$ cat src/fpc_pkg.sv
// Constants, field layouts and codes shared by the fast pulse counter files
package fpc_pkg;
  // Sizes
  localparam int NUM_CTR = 2;
  localparam int NUM_PIN = 4;
  localparam int NUM_SF = 4;
  localparam int DATA_W = 16;
  localparam int ADDR_W = 5;
  localparam int ACC_W = 32;
  localparam int WIN_W = 20;
  localparam int POL_W = 2;
  localparam int SEL_W = 2;
  localparam int FLD_W = 3;
  localparam int DIV_W = 6;
  // Register offsets inside one counter bank
  localparam logic [3:0] OFS_CFG = 4'h0;
  localparam logic [3:0] OFS_SF = 4'h1;
  localparam logic [3:0] OFS_PRE_LO = 4'h2;
  localparam logic [3:0] OFS_PRE_HI = 4'h3;
  localparam logic [3:0] OFS_ACC_LO = 4'h4;
  localparam logic [3:0] OFS_ACC_HI = 4'h5;
  localparam logic [3:0] OFS_LAT_LO = 4'h6;
  localparam logic [3:0] OFS_LAT_HI = 4'h7;
  localparam logic [3:0] OFS_CTL = 4'h8;
  // Mode configuration fields
  localparam int MODE_LSB = 0;
  localparam int SUB_LSB = 3;
  localparam int IN1_LSB = 6;
  localparam int IN2_LSB = 8;
  localparam int IN2_EN_BIT = 10;
  localparam int MARK_LSB = 11;
  // Special function fields, one nibble per function
  localparam int SF_BITS = 4;
  localparam int SF_EN_BIT = 0;
  localparam int SF_POL_LSB = 1;
  localparam int SF_PIN_BIT = 3;
  localparam int SF_DIS = 0;
  localparam int SF_LAT = 1;
  localparam int SF_PRE = 2;
  localparam int SF_CLR = 3;
  localparam int STAT_CONFLICT_BIT = 4;
  // Counter modes and submodes
  typedef enum logic [2:0] {MODE_TOTAL = 3'h0, MODE_FREQ = 3'h1, MODE_WIDTH = 3'h2,
                            MODE_PERIOD = 3'h3, MODE_QUAD = 3'h4} mode_t;
  typedef enum logic [2:0] {TOT_INT10 = 3'h0, TOT_INT1 = 3'h1, TOT_UP = 3'h2,
                            TOT_DOWN = 3'h3, TOT_UPDN = 3'h4, TOT_CLKDIR = 3'h5} tot_sub_t;
  typedef enum logic [1:0] {POL_HIGH = 2'h0, POL_LOW = 2'h1, POL_FALL = 2'h2, POL_RISE = 2'h3} pol_t;
  // Timing
  localparam int CLK_NS = 20;
  localparam int US_NS = 1000;
  localparam int T10_NS = 100;
  localparam int US_CYC = US_NS / CLK_NS;
  localparam int T10_CYC = T10_NS / CLK_NS;
  localparam int SEC_US = 1000000;
  localparam int WIN0_US = 10000;
  localparam int WIN1_US = 100000;
  localparam int WIN2_US = 500000;
  localparam int WIN3_US = 1000000;
endpackage

$ cat src/fpc_pin_sync.sv
// Two-stage synchroniser for the dedicated counter input lines
`timescale 1ns/1ns
module fpc_pin_sync #(
  parameter int WIDTH = fpc_pkg::NUM_PIN // Number of lines
) (
  input wire logic clk_in, // System clock
  input wire logic arst_n_in, // Asynchronous reset, active low
  input wire logic [WIDTH-1:0] pins_in, // Raw field lines
  output logic [WIDTH-1:0] pins_out // Synchronised lines
);
  import fpc_pkg::*;

  typedef struct packed {
    logic [WIDTH-1:0] meta; // First stage, read only by the second
    logic [WIDTH-1:0] stable; // Second stage
  } sync_t;
  sync_t state_reg, state_next;

  // Shift each line through two stages
  always_comb begin
    state_next.meta = pins_in;
    state_next.stable = state_reg.meta;
  end

  // State register
  always_ff @(posedge clk_in or negedge arst_n_in) begin
    if (!arst_n_in) begin
      state_reg <= '0;
    end else begin
      state_reg <= state_next;
    end
  end

  assign pins_out = state_reg.stable;
endmodule

$ cat src/fpc_sf_trigger.sv
// Trigger condition for one special function: level or edge, either polarity
`timescale 1ns/1ns
module fpc_sf_trigger (
  input wire logic clk_in, // System clock
  input wire logic arst_n_in, // Asynchronous reset, active low
  input wire logic enable_in, // Function enabled
  input wire logic [fpc_pkg::POL_W-1:0] pol_in, // Trigger condition code
  input wire logic level_in, // Trigger source, same clock domain
  output logic fire_out // Function active this cycle
);
  import fpc_pkg::*;

  typedef struct packed {
    logic prev; // Source level one cycle ago
  } trig_t;
  trig_t state_reg, state_next;

  // Remember the source for edge detection
  always_comb begin
    state_next.prev = level_in;
  end

  // State register
  always_ff @(posedge clk_in or negedge arst_n_in) begin
    if (!arst_n_in) begin
      state_reg <= '0;
    end else begin
      state_reg <= state_next;
    end
  end

  // Evaluate the selected condition
  always_comb begin
    unique case (pol_in)
      POL_HIGH: fire_out = enable_in & level_in; // see RQ12
      POL_LOW: fire_out = enable_in & ~level_in; // see RQ12
      POL_FALL: fire_out = enable_in & state_reg.prev & ~level_in; // see RQ12
      POL_RISE: fire_out = enable_in & ~state_reg.prev & level_in; // see RQ12
    endcase
  end
endmodule

$ cat src/fast_pulse_counter_top.sv
// Two fast pulse counters sharing four input lines, with register access
`timescale 1ns/1ns
// Overview of operation
// RQ1 - Two counters share four dedicated input lines
// RQ2 - Each counter runs exactly one of five modes; period and quadrature modes do nothing
// RQ3 - Second counter halts when lines are doubly claimed
// RQ4 - Results readable in measurement input registers
// RQ5 - Frequency mode stores hertz in accumulator
// RQ6 - Four selectable frequency sample windows
// RQ7 - Frequency mode ignores preload and clear
// RQ8 - Clear zeroes accumulator, not in frequency mode
// RQ9 - Disable freezes counter and accumulator
// RQ10 - Preload loads configured value, totalize only
// RQ11 - Latch copies accumulator until next latch
// RQ12 - Triggers: high, low, falling or rising
// RQ13 - Totalize counts one per input transition
// RQ14 - Internal submode counts 10MHz or 1MHz
// RQ15 - Count up on either of two inputs
// RQ16 - Count down on either of two inputs
// RQ17 - First input increments, second input decrements
// RQ18 - Clock input counts, direction input picks sign
// RQ19 - Totalize honours disable, latch, preload, clear
// RQ20 - Width mode shows last width, disable/latch only
// RQ21 - Width high counts microseconds while high
// RQ22 - Width low counts microseconds while low
// RQ23 - Accumulator and latch span two registers
// RQ24 - Microsecond tick, synchronised inputs before edges
module fast_pulse_counter_top #(
  parameter int WIN0_US_P = fpc_pkg::WIN0_US, // Window 0 length, us
  parameter int WIN1_US_P = fpc_pkg::WIN1_US, // Window 1 length, us
  parameter int WIN2_US_P = fpc_pkg::WIN2_US, // Window 2 length, us
  parameter int WIN3_US_P = fpc_pkg::WIN3_US // Window 3 length, us
) (
  input wire logic clk_in, // System clock, 50 MHz
  input wire logic arst_n_in, // Asynchronous reset, active low
  input wire logic [fpc_pkg::NUM_PIN-1:0] pins_in, // Dedicated counter lines
  input wire logic [fpc_pkg::ADDR_W-1:0] addr_in, // Register address
  input wire logic [fpc_pkg::DATA_W-1:0] wdata_in, // Write data
  input wire logic wr_in, // Write strobe
  input wire logic rd_in, // Read strobe
  output logic [fpc_pkg::DATA_W-1:0] rdata_out // Read data, cycle after strobe
);
  import fpc_pkg::*;

  // One counter's state
  typedef struct packed {
    logic [DATA_W-1:0] cfg; // Mode, submode, line selects
    logic [DATA_W-1:0] sfcfg; // Special function setup
    logic [NUM_SF-1:0] swlvl; // Software trigger levels
    logic [ACC_W-1:0] preload; // Value for preload
    logic [ACC_W-1:0] acc; // Accumulator
    logic [ACC_W-1:0] latch; // Latched accumulator
    logic [ACC_W-1:0] events; // Edges in current window
    logic [ACC_W-1:0] width; // Running pulse width
    logic [WIN_W-1:0] win_cnt; // Microseconds into window
  } ctr_t;

  // Whole block state
  typedef struct packed {
    ctr_t [NUM_CTR-1:0] ctr; // Both counters
    logic [NUM_PIN-1:0] prev; // Lines one cycle ago
    logic [DIV_W-1:0] us_div; // Microsecond divider
    logic [DIV_W-1:0] t10_div; // 10 MHz divider
    logic [DATA_W-1:0] rdata; // Read data
  } top_t;

  top_t state_reg, state_next;
  logic [NUM_PIN-1:0] pins_sync; // Synchronised lines
  logic [NUM_PIN-1:0] rise; // Rising edges
  logic [NUM_PIN-1:0] fall; // Falling edges
  logic us_tick; // 1 us enable
  logic t10_tick; // 10 MHz enable
  logic conflict; // A line claimed by both counters
  logic [NUM_CTR-1:0][NUM_SF-1:0] sf_fire; // Special functions active
  logic [NUM_CTR-1:0] win_end; // Frequency window closes
  logic [NUM_CTR-1:0] hold; // Counter halted by line conflict
  ctr_t cur; // Counter being evaluated
  ctr_t nxt; // Its next value
  ctr_t rc; // Counter addressed by a read
  logic [FLD_W-1:0] md; // Mode field
  logic [FLD_W-1:0] sb; // Submode field
  logic [SEL_W-1:0] i1; // First line select
  logic [SEL_W-1:0] i2; // Second line select
  logic inc; // Count up this cycle
  logic dec; // Count down this cycle
  logic lv_act; // Width pulse at measured level
  logic start_e; // Width pulse begins
  logic stop_e; // Width pulse ends

  // Frequency window length in microseconds
  function automatic logic [WIN_W-1:0] win_len(input logic [1:0] sel);
    logic [WIN_W-1:0] r;
    case (sel)
      2'h0: r = WIN_W'(WIN0_US_P);
      2'h1: r = WIN_W'(WIN1_US_P);
      2'h2: r = WIN_W'(WIN2_US_P);
      default: r = WIN_W'(WIN3_US_P);
    endcase
    return r;
  endfunction

  // Scale from edges per window to hertz
  function automatic logic [ACC_W-1:0] win_mult(input logic [1:0] sel);
    logic [ACC_W-1:0] r;
    case (sel)
      2'h0: r = ACC_W'(SEC_US / WIN0_US_P);
      2'h1: r = ACC_W'(SEC_US / WIN1_US_P);
      2'h2: r = ACC_W'(SEC_US / WIN2_US_P);
      default: r = ACC_W'(SEC_US / WIN3_US_P);
    endcase
    return r;
  endfunction

  // Lines a configuration occupies
  function automatic logic [NUM_PIN-1:0] claim_mask(input logic [DATA_W-1:0] cfg);
    logic [NUM_PIN-1:0] m;
    logic [FLD_W-1:0] cm;
    logic [FLD_W-1:0] cs;
    m = '0;
    cm = cfg[MODE_LSB +: FLD_W];
    cs = cfg[SUB_LSB +: FLD_W];
    if (cm == MODE_FREQ || cm == MODE_WIDTH) begin
      m[cfg[IN1_LSB +: SEL_W]] = 1'b1;
    end else if (cm == MODE_TOTAL && cs != TOT_INT10 && cs != TOT_INT1) begin
      m[cfg[IN1_LSB +: SEL_W]] = 1'b1;
      if (cs == TOT_UPDN || cs == TOT_CLKDIR || cfg[IN2_EN_BIT]) begin
        m[cfg[IN2_LSB +: SEL_W]] = 1'b1;
      end
    end
    return m;
  endfunction

  // Line synchroniser
  fpc_pin_sync #(
    .WIDTH (NUM_PIN)
  ) u_sync (
    .clk_in (clk_in),
    .arst_n_in (arst_n_in),
    .pins_in (pins_in),
    .pins_out (pins_sync) // see RQ24
  );

  // One trigger per special function per counter
  genvar gc, gf;
  generate
    for (gc = 0; gc < NUM_CTR; gc++) begin : g_ctr
      for (gf = 0; gf < NUM_SF; gf++) begin : g_sf
        fpc_sf_trigger u_trig (
          .clk_in (clk_in),
          .arst_n_in (arst_n_in),
          .enable_in (state_reg.ctr[gc].sfcfg[gf*SF_BITS+SF_EN_BIT]),
          .pol_in (state_reg.ctr[gc].sfcfg[gf*SF_BITS+SF_POL_LSB +: POL_W]),
          .level_in (state_reg.ctr[gc].sfcfg[gf*SF_BITS+SF_PIN_BIT] ?
                     pins_sync[state_reg.ctr[gc].cfg[MARK_LSB +: SEL_W]] : state_reg.ctr[gc].swlvl[gf]),
          .fire_out (sf_fire[gc][gf])
        );
      end
    end
  endgenerate

  // Edges, rate enables and line arbitration
  assign rise = pins_sync & ~state_reg.prev; // see RQ24
  assign fall = ~pins_sync & state_reg.prev;
  assign us_tick = (state_reg.us_div == DIV_W'(US_CYC - 1)); // see RQ24
  assign t10_tick = (state_reg.t10_div == DIV_W'(T10_CYC - 1));
  assign conflict = |(claim_mask(state_reg.ctr[0].cfg) & claim_mask(state_reg.ctr[1].cfg)); // see RQ3
  assign hold = {conflict, 1'b0}; // see RQ3

  // Next state for dividers, counters and registers
  always_comb begin
    state_next = state_reg;
    win_end = '0;
    cur = '0;
    nxt = '0;
    rc = '0;
    md = '0;
    sb = '0;
    i1 = '0;
    i2 = '0;
    inc = 1'b0;
    dec = 1'b0;
    lv_act = 1'b0;
    start_e = 1'b0;
    stop_e = 1'b0;
    state_next.prev = pins_sync;
    state_next.us_div = us_tick ? '0 : DIV_W'(state_reg.us_div + 1'b1);
    state_next.t10_div = t10_tick ? '0 : DIV_W'(state_reg.t10_div + 1'b1);
    for (int c = 0; c < NUM_CTR; c++) begin // see RQ1
      cur = state_reg.ctr[c];
      nxt = cur;
      md = cur.cfg[MODE_LSB +: FLD_W];
      sb = cur.cfg[SUB_LSB +: FLD_W];
      i1 = cur.cfg[IN1_LSB +: SEL_W];
      i2 = cur.cfg[IN2_LSB +: SEL_W];
      inc = 1'b0;
      dec = 1'b0;
      // Latch works in every mode and while disabled
      if (sf_fire[c][SF_LAT]) begin
        nxt.latch = cur.acc; // see RQ11
      end
      // Disable, or a line conflict on counter 1, freezes the mode logic; the latch above still acts
      if (!(sf_fire[c][SF_DIS] || hold[c])) begin // see RQ9
        unique case (md) // see RQ2
          MODE_FREQ: begin
            // Edges per window, scaled to hertz at window end
            if (us_tick && cur.win_cnt == WIN_W'(win_len(sb[1:0]) - 1'b1)) begin // see RQ6
              win_end[c] = 1'b1;
              nxt.acc = ACC_W'(cur.events * win_mult(sb[1:0])); // see RQ5
              nxt.events = ACC_W'(rise[i1]);
              nxt.win_cnt = '0;
            end else begin
              nxt.events = ACC_W'(cur.events + rise[i1]);
              if (us_tick) begin
                nxt.win_cnt = WIN_W'(cur.win_cnt + 1'b1);
              end
            end
          end
          MODE_TOTAL: begin
            unique case (sb)
              TOT_INT10: inc = t10_tick; // see RQ14
              TOT_INT1: inc = us_tick; // see RQ14
              TOT_UP: inc = rise[i1] | (cur.cfg[IN2_EN_BIT] & rise[i2]); // see RQ15
              TOT_DOWN: dec = rise[i1] | (cur.cfg[IN2_EN_BIT] & rise[i2]); // see RQ16
              TOT_UPDN: begin
                inc = rise[i1]; // see RQ17
                dec = rise[i2];
              end
              TOT_CLKDIR: begin
                inc = rise[i1] & ~pins_sync[i2]; // see RQ18
                dec = rise[i1] & pins_sync[i2];
              end
              default: ;
            endcase
            // Clear beats preload beats counting
            if (sf_fire[c][SF_CLR]) begin // see RQ19
              nxt.acc = '0; // see RQ8
            end else if (sf_fire[c][SF_PRE]) begin
              nxt.acc = cur.preload; // see RQ10
            end else if (inc && !dec) begin
              nxt.acc = ACC_W'(cur.acc + 1'b1); // see RQ13
            end else if (dec && !inc) begin
              nxt.acc = ACC_W'(cur.acc - 1'b1); // see RQ13
            end
          end
          MODE_WIDTH: begin
            // Submode bit 0 picks the low level
            lv_act = sb[0] ? ~pins_sync[i1] : pins_sync[i1];
            start_e = sb[0] ? fall[i1] : rise[i1];
            stop_e = sb[0] ? rise[i1] : fall[i1];
            if (stop_e) begin
              nxt.acc = cur.width; // see RQ20
              nxt.width = '0;
            end else if (start_e) begin
              nxt.width = '0;
            end else if (lv_act && us_tick) begin
              nxt.width = ACC_W'(cur.width + 1'b1); // see RQ21 RQ22
            end
          end
          MODE_PERIOD, MODE_QUAD: ;
          default: ;
        endcase
      end
      // Register writes to this counter's bank
      if (wr_in && addr_in[ADDR_W-1] == 1'(c)) begin
        case (addr_in[3:0])
          OFS_CFG: nxt.cfg = wdata_in;
          OFS_SF: nxt.sfcfg = wdata_in;
          OFS_PRE_LO: nxt.preload[DATA_W-1:0] = wdata_in;
          OFS_PRE_HI: nxt.preload[ACC_W-1:DATA_W] = wdata_in;
          OFS_CTL: nxt.swlvl = wdata_in[NUM_SF-1:0];
          default: ;
        endcase
      end
      state_next.ctr[c] = nxt;
    end
    // Read data stands one cycle, zero otherwise
    state_next.rdata = '0;
    if (rd_in) begin
      rc = state_reg.ctr[addr_in[ADDR_W-1]];
      case (addr_in[3:0])
        OFS_CFG: state_next.rdata = rc.cfg;
        OFS_SF: state_next.rdata = rc.sfcfg;
        OFS_PRE_LO: state_next.rdata = rc.preload[DATA_W-1:0];
        OFS_PRE_HI: state_next.rdata = rc.preload[ACC_W-1:DATA_W];
        OFS_ACC_LO: state_next.rdata = rc.acc[DATA_W-1:0]; // see RQ4 RQ23
        OFS_ACC_HI: state_next.rdata = rc.acc[ACC_W-1:DATA_W]; // see RQ23
        OFS_LAT_LO: state_next.rdata = rc.latch[DATA_W-1:0]; // see RQ23
        OFS_LAT_HI: state_next.rdata = rc.latch[ACC_W-1:DATA_W]; // see RQ23
        OFS_CTL: begin
          state_next.rdata[NUM_SF-1:0] = rc.swlvl;
          state_next.rdata[STAT_CONFLICT_BIT] = conflict; // see RQ3
        end
        default: ;
      endcase
    end
  end

  // State register, everything zero after reset
  always_ff @(posedge clk_in or negedge arst_n_in) begin
    if (!arst_n_in) begin
      state_reg <= '0;
    end else begin
      state_reg <= state_next;
    end
  end

  assign rdata_out = state_reg.rdata;

  // Views of counter 0, plus the counter 1 accumulator, for the checks below
  logic [ACC_W-1:0] acc0, acc1, lat0, pre0, wid0;
  logic [DATA_W-1:0] acc0_hi;
  logic [FLD_W-1:0] md0, sb0;
  logic [SEL_W-1:0] a0, b0;
  logic quiet0;
  assign acc0 = state_reg.ctr[0].acc;
  assign acc1 = state_reg.ctr[1].acc;
  assign lat0 = state_reg.ctr[0].latch;
  assign pre0 = state_reg.ctr[0].preload;
  assign wid0 = state_reg.ctr[0].width;
  assign acc0_hi = state_reg.ctr[0].acc[ACC_W-1:DATA_W];
  assign md0 = state_reg.ctr[0].cfg[MODE_LSB +: FLD_W];
  assign sb0 = state_reg.ctr[0].cfg[SUB_LSB +: FLD_W];
  assign a0 = state_reg.ctr[0].cfg[IN1_LSB +: SEL_W];
  assign b0 = state_reg.ctr[0].cfg[IN2_LSB +: SEL_W];
  assign quiet0 = ~sf_fire[0][SF_DIS] & ~sf_fire[0][SF_CLR] & ~sf_fire[0][SF_PRE];

  property p_disable_hold;
    @(posedge clk_in) disable iff (!arst_n_in) sf_fire[0][SF_DIS] |=> acc0 == $past(acc0);
  endproperty
  a_disable_hold: assert property (p_disable_hold) else $error("Disabled counter moved"); // see RQ9

  property p_latch_copy;
    @(posedge clk_in) disable iff (!arst_n_in) sf_fire[0][SF_LAT] |=> lat0 == $past(acc0);
  endproperty
  a_latch_copy: assert property (p_latch_copy) else $error("Latch did not copy"); // see RQ11

  property p_clear;
    @(posedge clk_in) disable iff (!arst_n_in)
      (md0 == MODE_TOTAL && sf_fire[0][SF_CLR] && !sf_fire[0][SF_DIS]) |=> acc0 == '0;
  endproperty
  a_clear: assert property (p_clear) else $error("Clear did not zero"); // see RQ8

  property p_preload;
    @(posedge clk_in) disable iff (!arst_n_in)
      (md0 == MODE_TOTAL && sf_fire[0][SF_PRE] && !sf_fire[0][SF_CLR] && !sf_fire[0][SF_DIS])
      |=> acc0 == $past(pre0);
  endproperty
  a_preload: assert property (p_preload) else $error("Preload not loaded"); // see RQ10

  property p_freq_steady;
    @(posedge clk_in) disable iff (!arst_n_in) (md0 == MODE_FREQ && !win_end[0]) |=> $stable(acc0);
  endproperty
  a_freq_steady: assert property (p_freq_steady) else $error("Frequency result moved early"); // see RQ7

  property p_us_tick;
    @(posedge clk_in) disable iff (!arst_n_in) us_tick |-> ##1 (!us_tick) [*8];
  endproperty
  a_us_tick: assert property (p_us_tick) else $error("Microsecond tick too frequent"); // see RQ24

  property p_updown;
    @(posedge clk_in) disable iff (!arst_n_in)
      (md0 == MODE_TOTAL && sb0 == TOT_UPDN && quiet0 && rise[a0] && !rise[b0])
      |=> acc0 == $past(acc0) + 32'h0000_0001;
  endproperty
  a_updown: assert property (p_updown) else $error("Up input did not increment"); // see RQ17

  property p_clkdir;
    @(posedge clk_in) disable iff (!arst_n_in)
      (md0 == MODE_TOTAL && sb0 == TOT_CLKDIR && quiet0 && rise[a0] && pins_sync[b0])
      |=> acc0 == $past(acc0) - 32'h0000_0001;
  endproperty
  a_clkdir: assert property (p_clkdir) else $error("Direction input ignored"); // see RQ18

  property p_conflict;
    @(posedge clk_in) disable iff (!arst_n_in) conflict |=> acc1 == $past(acc1);
  endproperty
  a_conflict: assert property (p_conflict) else $error("Conflicted counter ran"); // see RQ3

  property p_read_hi;
    @(posedge clk_in) disable iff (!arst_n_in)
      (rd_in && addr_in == {1'b0, OFS_ACC_HI}) |=> rdata_out == $past(acc0_hi);
  endproperty
  a_read_hi: assert property (p_read_hi) else $error("Accumulator high word wrong"); // see RQ23

  property p_width_high;
    @(posedge clk_in) disable iff (!arst_n_in)
      (md0 == MODE_WIDTH && !sb0[0] && !sf_fire[0][SF_DIS] && fall[a0]) |=> acc0 == $past(wid0);
  endproperty
  a_width_high: assert property (p_width_high) else $error("High width not reported"); // see RQ21

  cv_freq_window: cover property (@(posedge clk_in) disable iff (!arst_n_in) win_end[0]);
  cv_width_done: cover property (@(posedge clk_in) disable iff (!arst_n_in) md0 == MODE_WIDTH && fall[a0]);
  cv_conflict: cover property (@(posedge clk_in) disable iff (!arst_n_in) conflict);
endmodule

$ cat config.mk
export PLATFORM = sky130hd
export DESIGN_NAME = fast_pulse_counter_top
export DESIGN_NICKNAME = d
export VERILOG_FILES = /design/src/fpc_pkg.sv /design/src/fpc_pin_sync.sv /design/src/fpc_sf_trigger.sv /design/src/fast_pulse_counter_top.sv
export SDC_FILE = /design/constraint.sdc
export NUM_CORES = 2
export LEC_CHECK = 0
export ABC_AREA = 1
export BUFFER_PORTS_ARGS = -buffer_cell sky130_fd_sc_hd__buf_2
export CORE_MARGIN = 2
export CORE_UTILIZATION = 31
export CTS_CLUSTER_SIZE = 20
export DETAILED_ROUTE_END_ITERATION = 6
export HOLD_SLACK_MARGIN = 0.1
export PLACE_DENSITY = 0.49
export SLEW_MARGIN = 30
export SYNTH_ARGS = -nofsm -noshare
export SYNTH_HDL_FRONTEND = slang
export SYNTH_SLANG_ARGS = --single-unit
$ cat constraint.sdc
create_clock -name clk_in -period 5.8 [get_ports clk_in]
set_input_delay 0.58 -clock clk_in [delete_from_list [all_inputs] [get_ports clk_in]]
set_output_delay 0.58 -clock clk_in [all_outputs]
set_load 0.05 [all_outputs]
==> impl_metrics.toml <==
[sta]
fin_ws_ns = 0.0880
final_hold_viol_count = 0
relSlewSlack_pct = 33.1
tns_ns = 0
slew_viol_final = 0
whs_ns = 0.374
rsz0062_at_grt = "true"
worst_clock_skew_ns = 0.0520
period_share_pct = 98.5
setup_viol = 0
fmax_mhz = 175
tightest_slew_ns = 0.993
min_period_ns = 5.71

[worst_setup_path]
crit_required_ns = 6.35
critPathMaxFanout = 12
r2r-start = "sb0[0]$_DFFE_PN0P_"
cpPeakStageDelay_ns = 0.50
critical_path_class = "reg2reg"
crit_path_end_kind = "flop"
reg2reg_slack_ns = 0.09
crit_arrival_ns = 6.26
worstRegToRegCells = 27
cpMaxStageDelayCell = "fa_1"
cp-start-kind = "flop"
r2r_end = "acc0[31]$_DFFE_PN0P_"

[yosys]
synth_enable_flop_cells = 0
yosys.area.top_type = "dfrtp_1"
syn-num-nets = 7161
ys.flop_type = "dfrtp_1"
synth_cells = 6433
yosysTopAreaCellShare_pct = 25.8
syn_area_um2 = 46600
post-synth-top-count-cell = "nand2_1"
synth_common_cells = "nand2_1, inv_1, o21ai_0"
synth.distinct_cells = 62
synthTopCellsByArea = "dfrtp_1, ha_1, nand2_1"
avgSynthCellArea_um2 = 7.25
synth-seq-cells = 480
async_reset_ff_share_pct = 100
ys_seq_area_share_pct = 25.8
yosysWarnings = 0

[clock_tree]
cts.clk_slew.worst_paths_ns = 0.06
cts_sinks = 480
ctsLongestPathBuffers = 3
cts_inserted_buffers = 67
h-tree-depth = 3
clk_latency_ns = 0.70
cts_root_buffer = "clkbuf_16"
cts_tree = "done"

[finish]
drive_gt1_share_pct = 14.3
final_area_um2 = 55600
largest_reg_flops = 184
fin_cells = 8754
final_nets = 7413
utilization_pct = 37.2
area_growth_pct = 19.2

[route]
drt_first_iter_violations = 3477
met2_length_um = 80900
highest_layer = "met5"
drc_errors = 0
routed_wl_um = 175000
vias = 44100
wl_met3_um = 8800
drt-met1-wl_um = 78700
ant_nets = 0
drt-wirelength-per-cell_um = 20.0
drtPass1Iterations = 6
viasPerCell = 5.04

[floorplan]
die_h_um = 392
core_area_um2 = 150000
die-area_um2 = 154000
rows = 142
die_w_um = 392
start_util_pct = 31.2
pin_count = 45

[power]
power_mw = 16.8
leakage_nw = 28.1
peakVddDrop_uv = 219
p_per_area_nw_per_um2 = 301

[grt]
gr-total-overflow = 0
grt_use_total_pct = 22.6
grt_max_degree = 141
grt_pass1_wl_um = 266000
grt_pass1_vias = 43100
antenna_found_initial = 10

[min_path]
hold_end = "rdata_out[0]$_DFF_PN0_"
min-delay-path-class = "in2reg"
hp-start = "rd_in"
hold_path_depth = 3

[placed_design]
dp_slack_ns = -0.275
place_area_um2 = 50900
gp_routability_congestion = 0.944
place_hpwl_um = 139000
place_inst = 8593
port_buffers = 44

[flow_run]
max_cap_viol_count = 0

[status]
outcome = "complete, no violations"
-- logic make-up (layout without fill, tap and decap cells) --
| group | after synthesis | after routing | synth area share, % |
|---|---|---|---|
| adder cells (fa/ha/maj) | 699 | 699 | 22.0 |
| multiplexers | 10 | 10 | 0.242 |
| flip-flops | 480 | 480 | 25.8 |
| AND/OR/NAND/NOR | 2664 | 2664 | 24.5 |
| AO/OA/AOI/OAI | 1124 | 1124 | 13.4 |
| XOR/XNOR | 167 | 167 | 3.14 |
| other | 0 | 1 | 0 |
| buffers and inverters | 1289 | 1593 | 10.9 |
-- area by class of cell --
class	instances	area [um2]
antenna	1	2.50
clock buffer	96	1950
clock inverter	25	382
fill	16100	94000
inverter	1067	4020
multi-input combinational	4664	31500
sequential	480	12000
tap	2016	2520
timing repair buffer	405	3180
-- how the worst max path moves through the flow --
stage | from | end | slack [ns] | depth (start not counted)
after floorplan | cur[203]$_DFFE_PN0P_ | acc1[23]$_DFFE_PN0P_ | 0.002 | 31
after global placement | sb0[0]$_DFFE_PN0P_ | acc0[20]$_DFFE_PN0P_ | -0.27 | 28
after detailed placement | sb0[0]$_DFFE_PN0P_ | acc0[20]$_DFFE_PN0P_ | -0.27 | 28
after CTS | cur[204]$_DFFE_PN0P_ | acc1[29]$_DFFE_PN0P_ | -0.002 | 27
after global routing | sb0[1]$_DFFE_PN0P_ | acc0[23]$_DFFE_PN0P_ | -0.13 | 30
final | sb0[0]$_DFFE_PN0P_ | acc0[31]$_DFFE_PN0P_ | 0.09 | 27
-- worst max-delay path, delay by kind of cell (launching register included) --
family | cells | cell delay [ns]
flip-flops | 1 | 0.40
AND/OR/NAND/NOR | 10 | 1.10
adder cells (fa/ha/maj) | 9 | 3.37
buffers and inverters | 7 | 0.65
AO/OA/AOI/OAI | 1 | 0.07
-- where the power goes --
part | switching (mW) | leakage [nW] | internal (mW) | total (mW)
logic | 5.31 | 20.6 | 2.35 | 7.67
registers | 0.718 | 6.34 | 3.96 | 4.68
clock network | 1.85 | 1.13 | 2.56 | 4.41
-- cells in the final DEF (no fill, tap or decap), types with 43 or more instances in the layout --
cell type / n
a21oi_1: 275
buf_2: 43
buf_4: 330
clkbuf_16: 68
dfrtp_1: 480
fa_1: 198
ha_1: 421
ha_4: 71
inv_1: 997
inv_2: 58
nand2_1: 1488
nand2_2: 61
nand3_1: 253
nand4_1: 125
nor2_1: 402
nor3_1: 107
nor4_1: 43
o21ai_0: 475
o21ai_1: 89
xor2_1: 121
-- routing by layer --
layer	vias up	global-route usage (%)
li1	21400	-
met1	21400	30.8
met4	6	8.34
met3	258	2.90
met2	1130	36.5
met5	-	0
-- what timing repair did --
item                                   in CTS  in global routing
cloned                                      0                  1
hold buffers                                5                  0
setup endpoints to repair                  33                 44
setup buffers                               0                 36
pin swaps                                   4                189
endpoints found under the hold margin      80                  0
resized for setup                          60                377
Note: power is estimated with default switching activity, not from simulation.
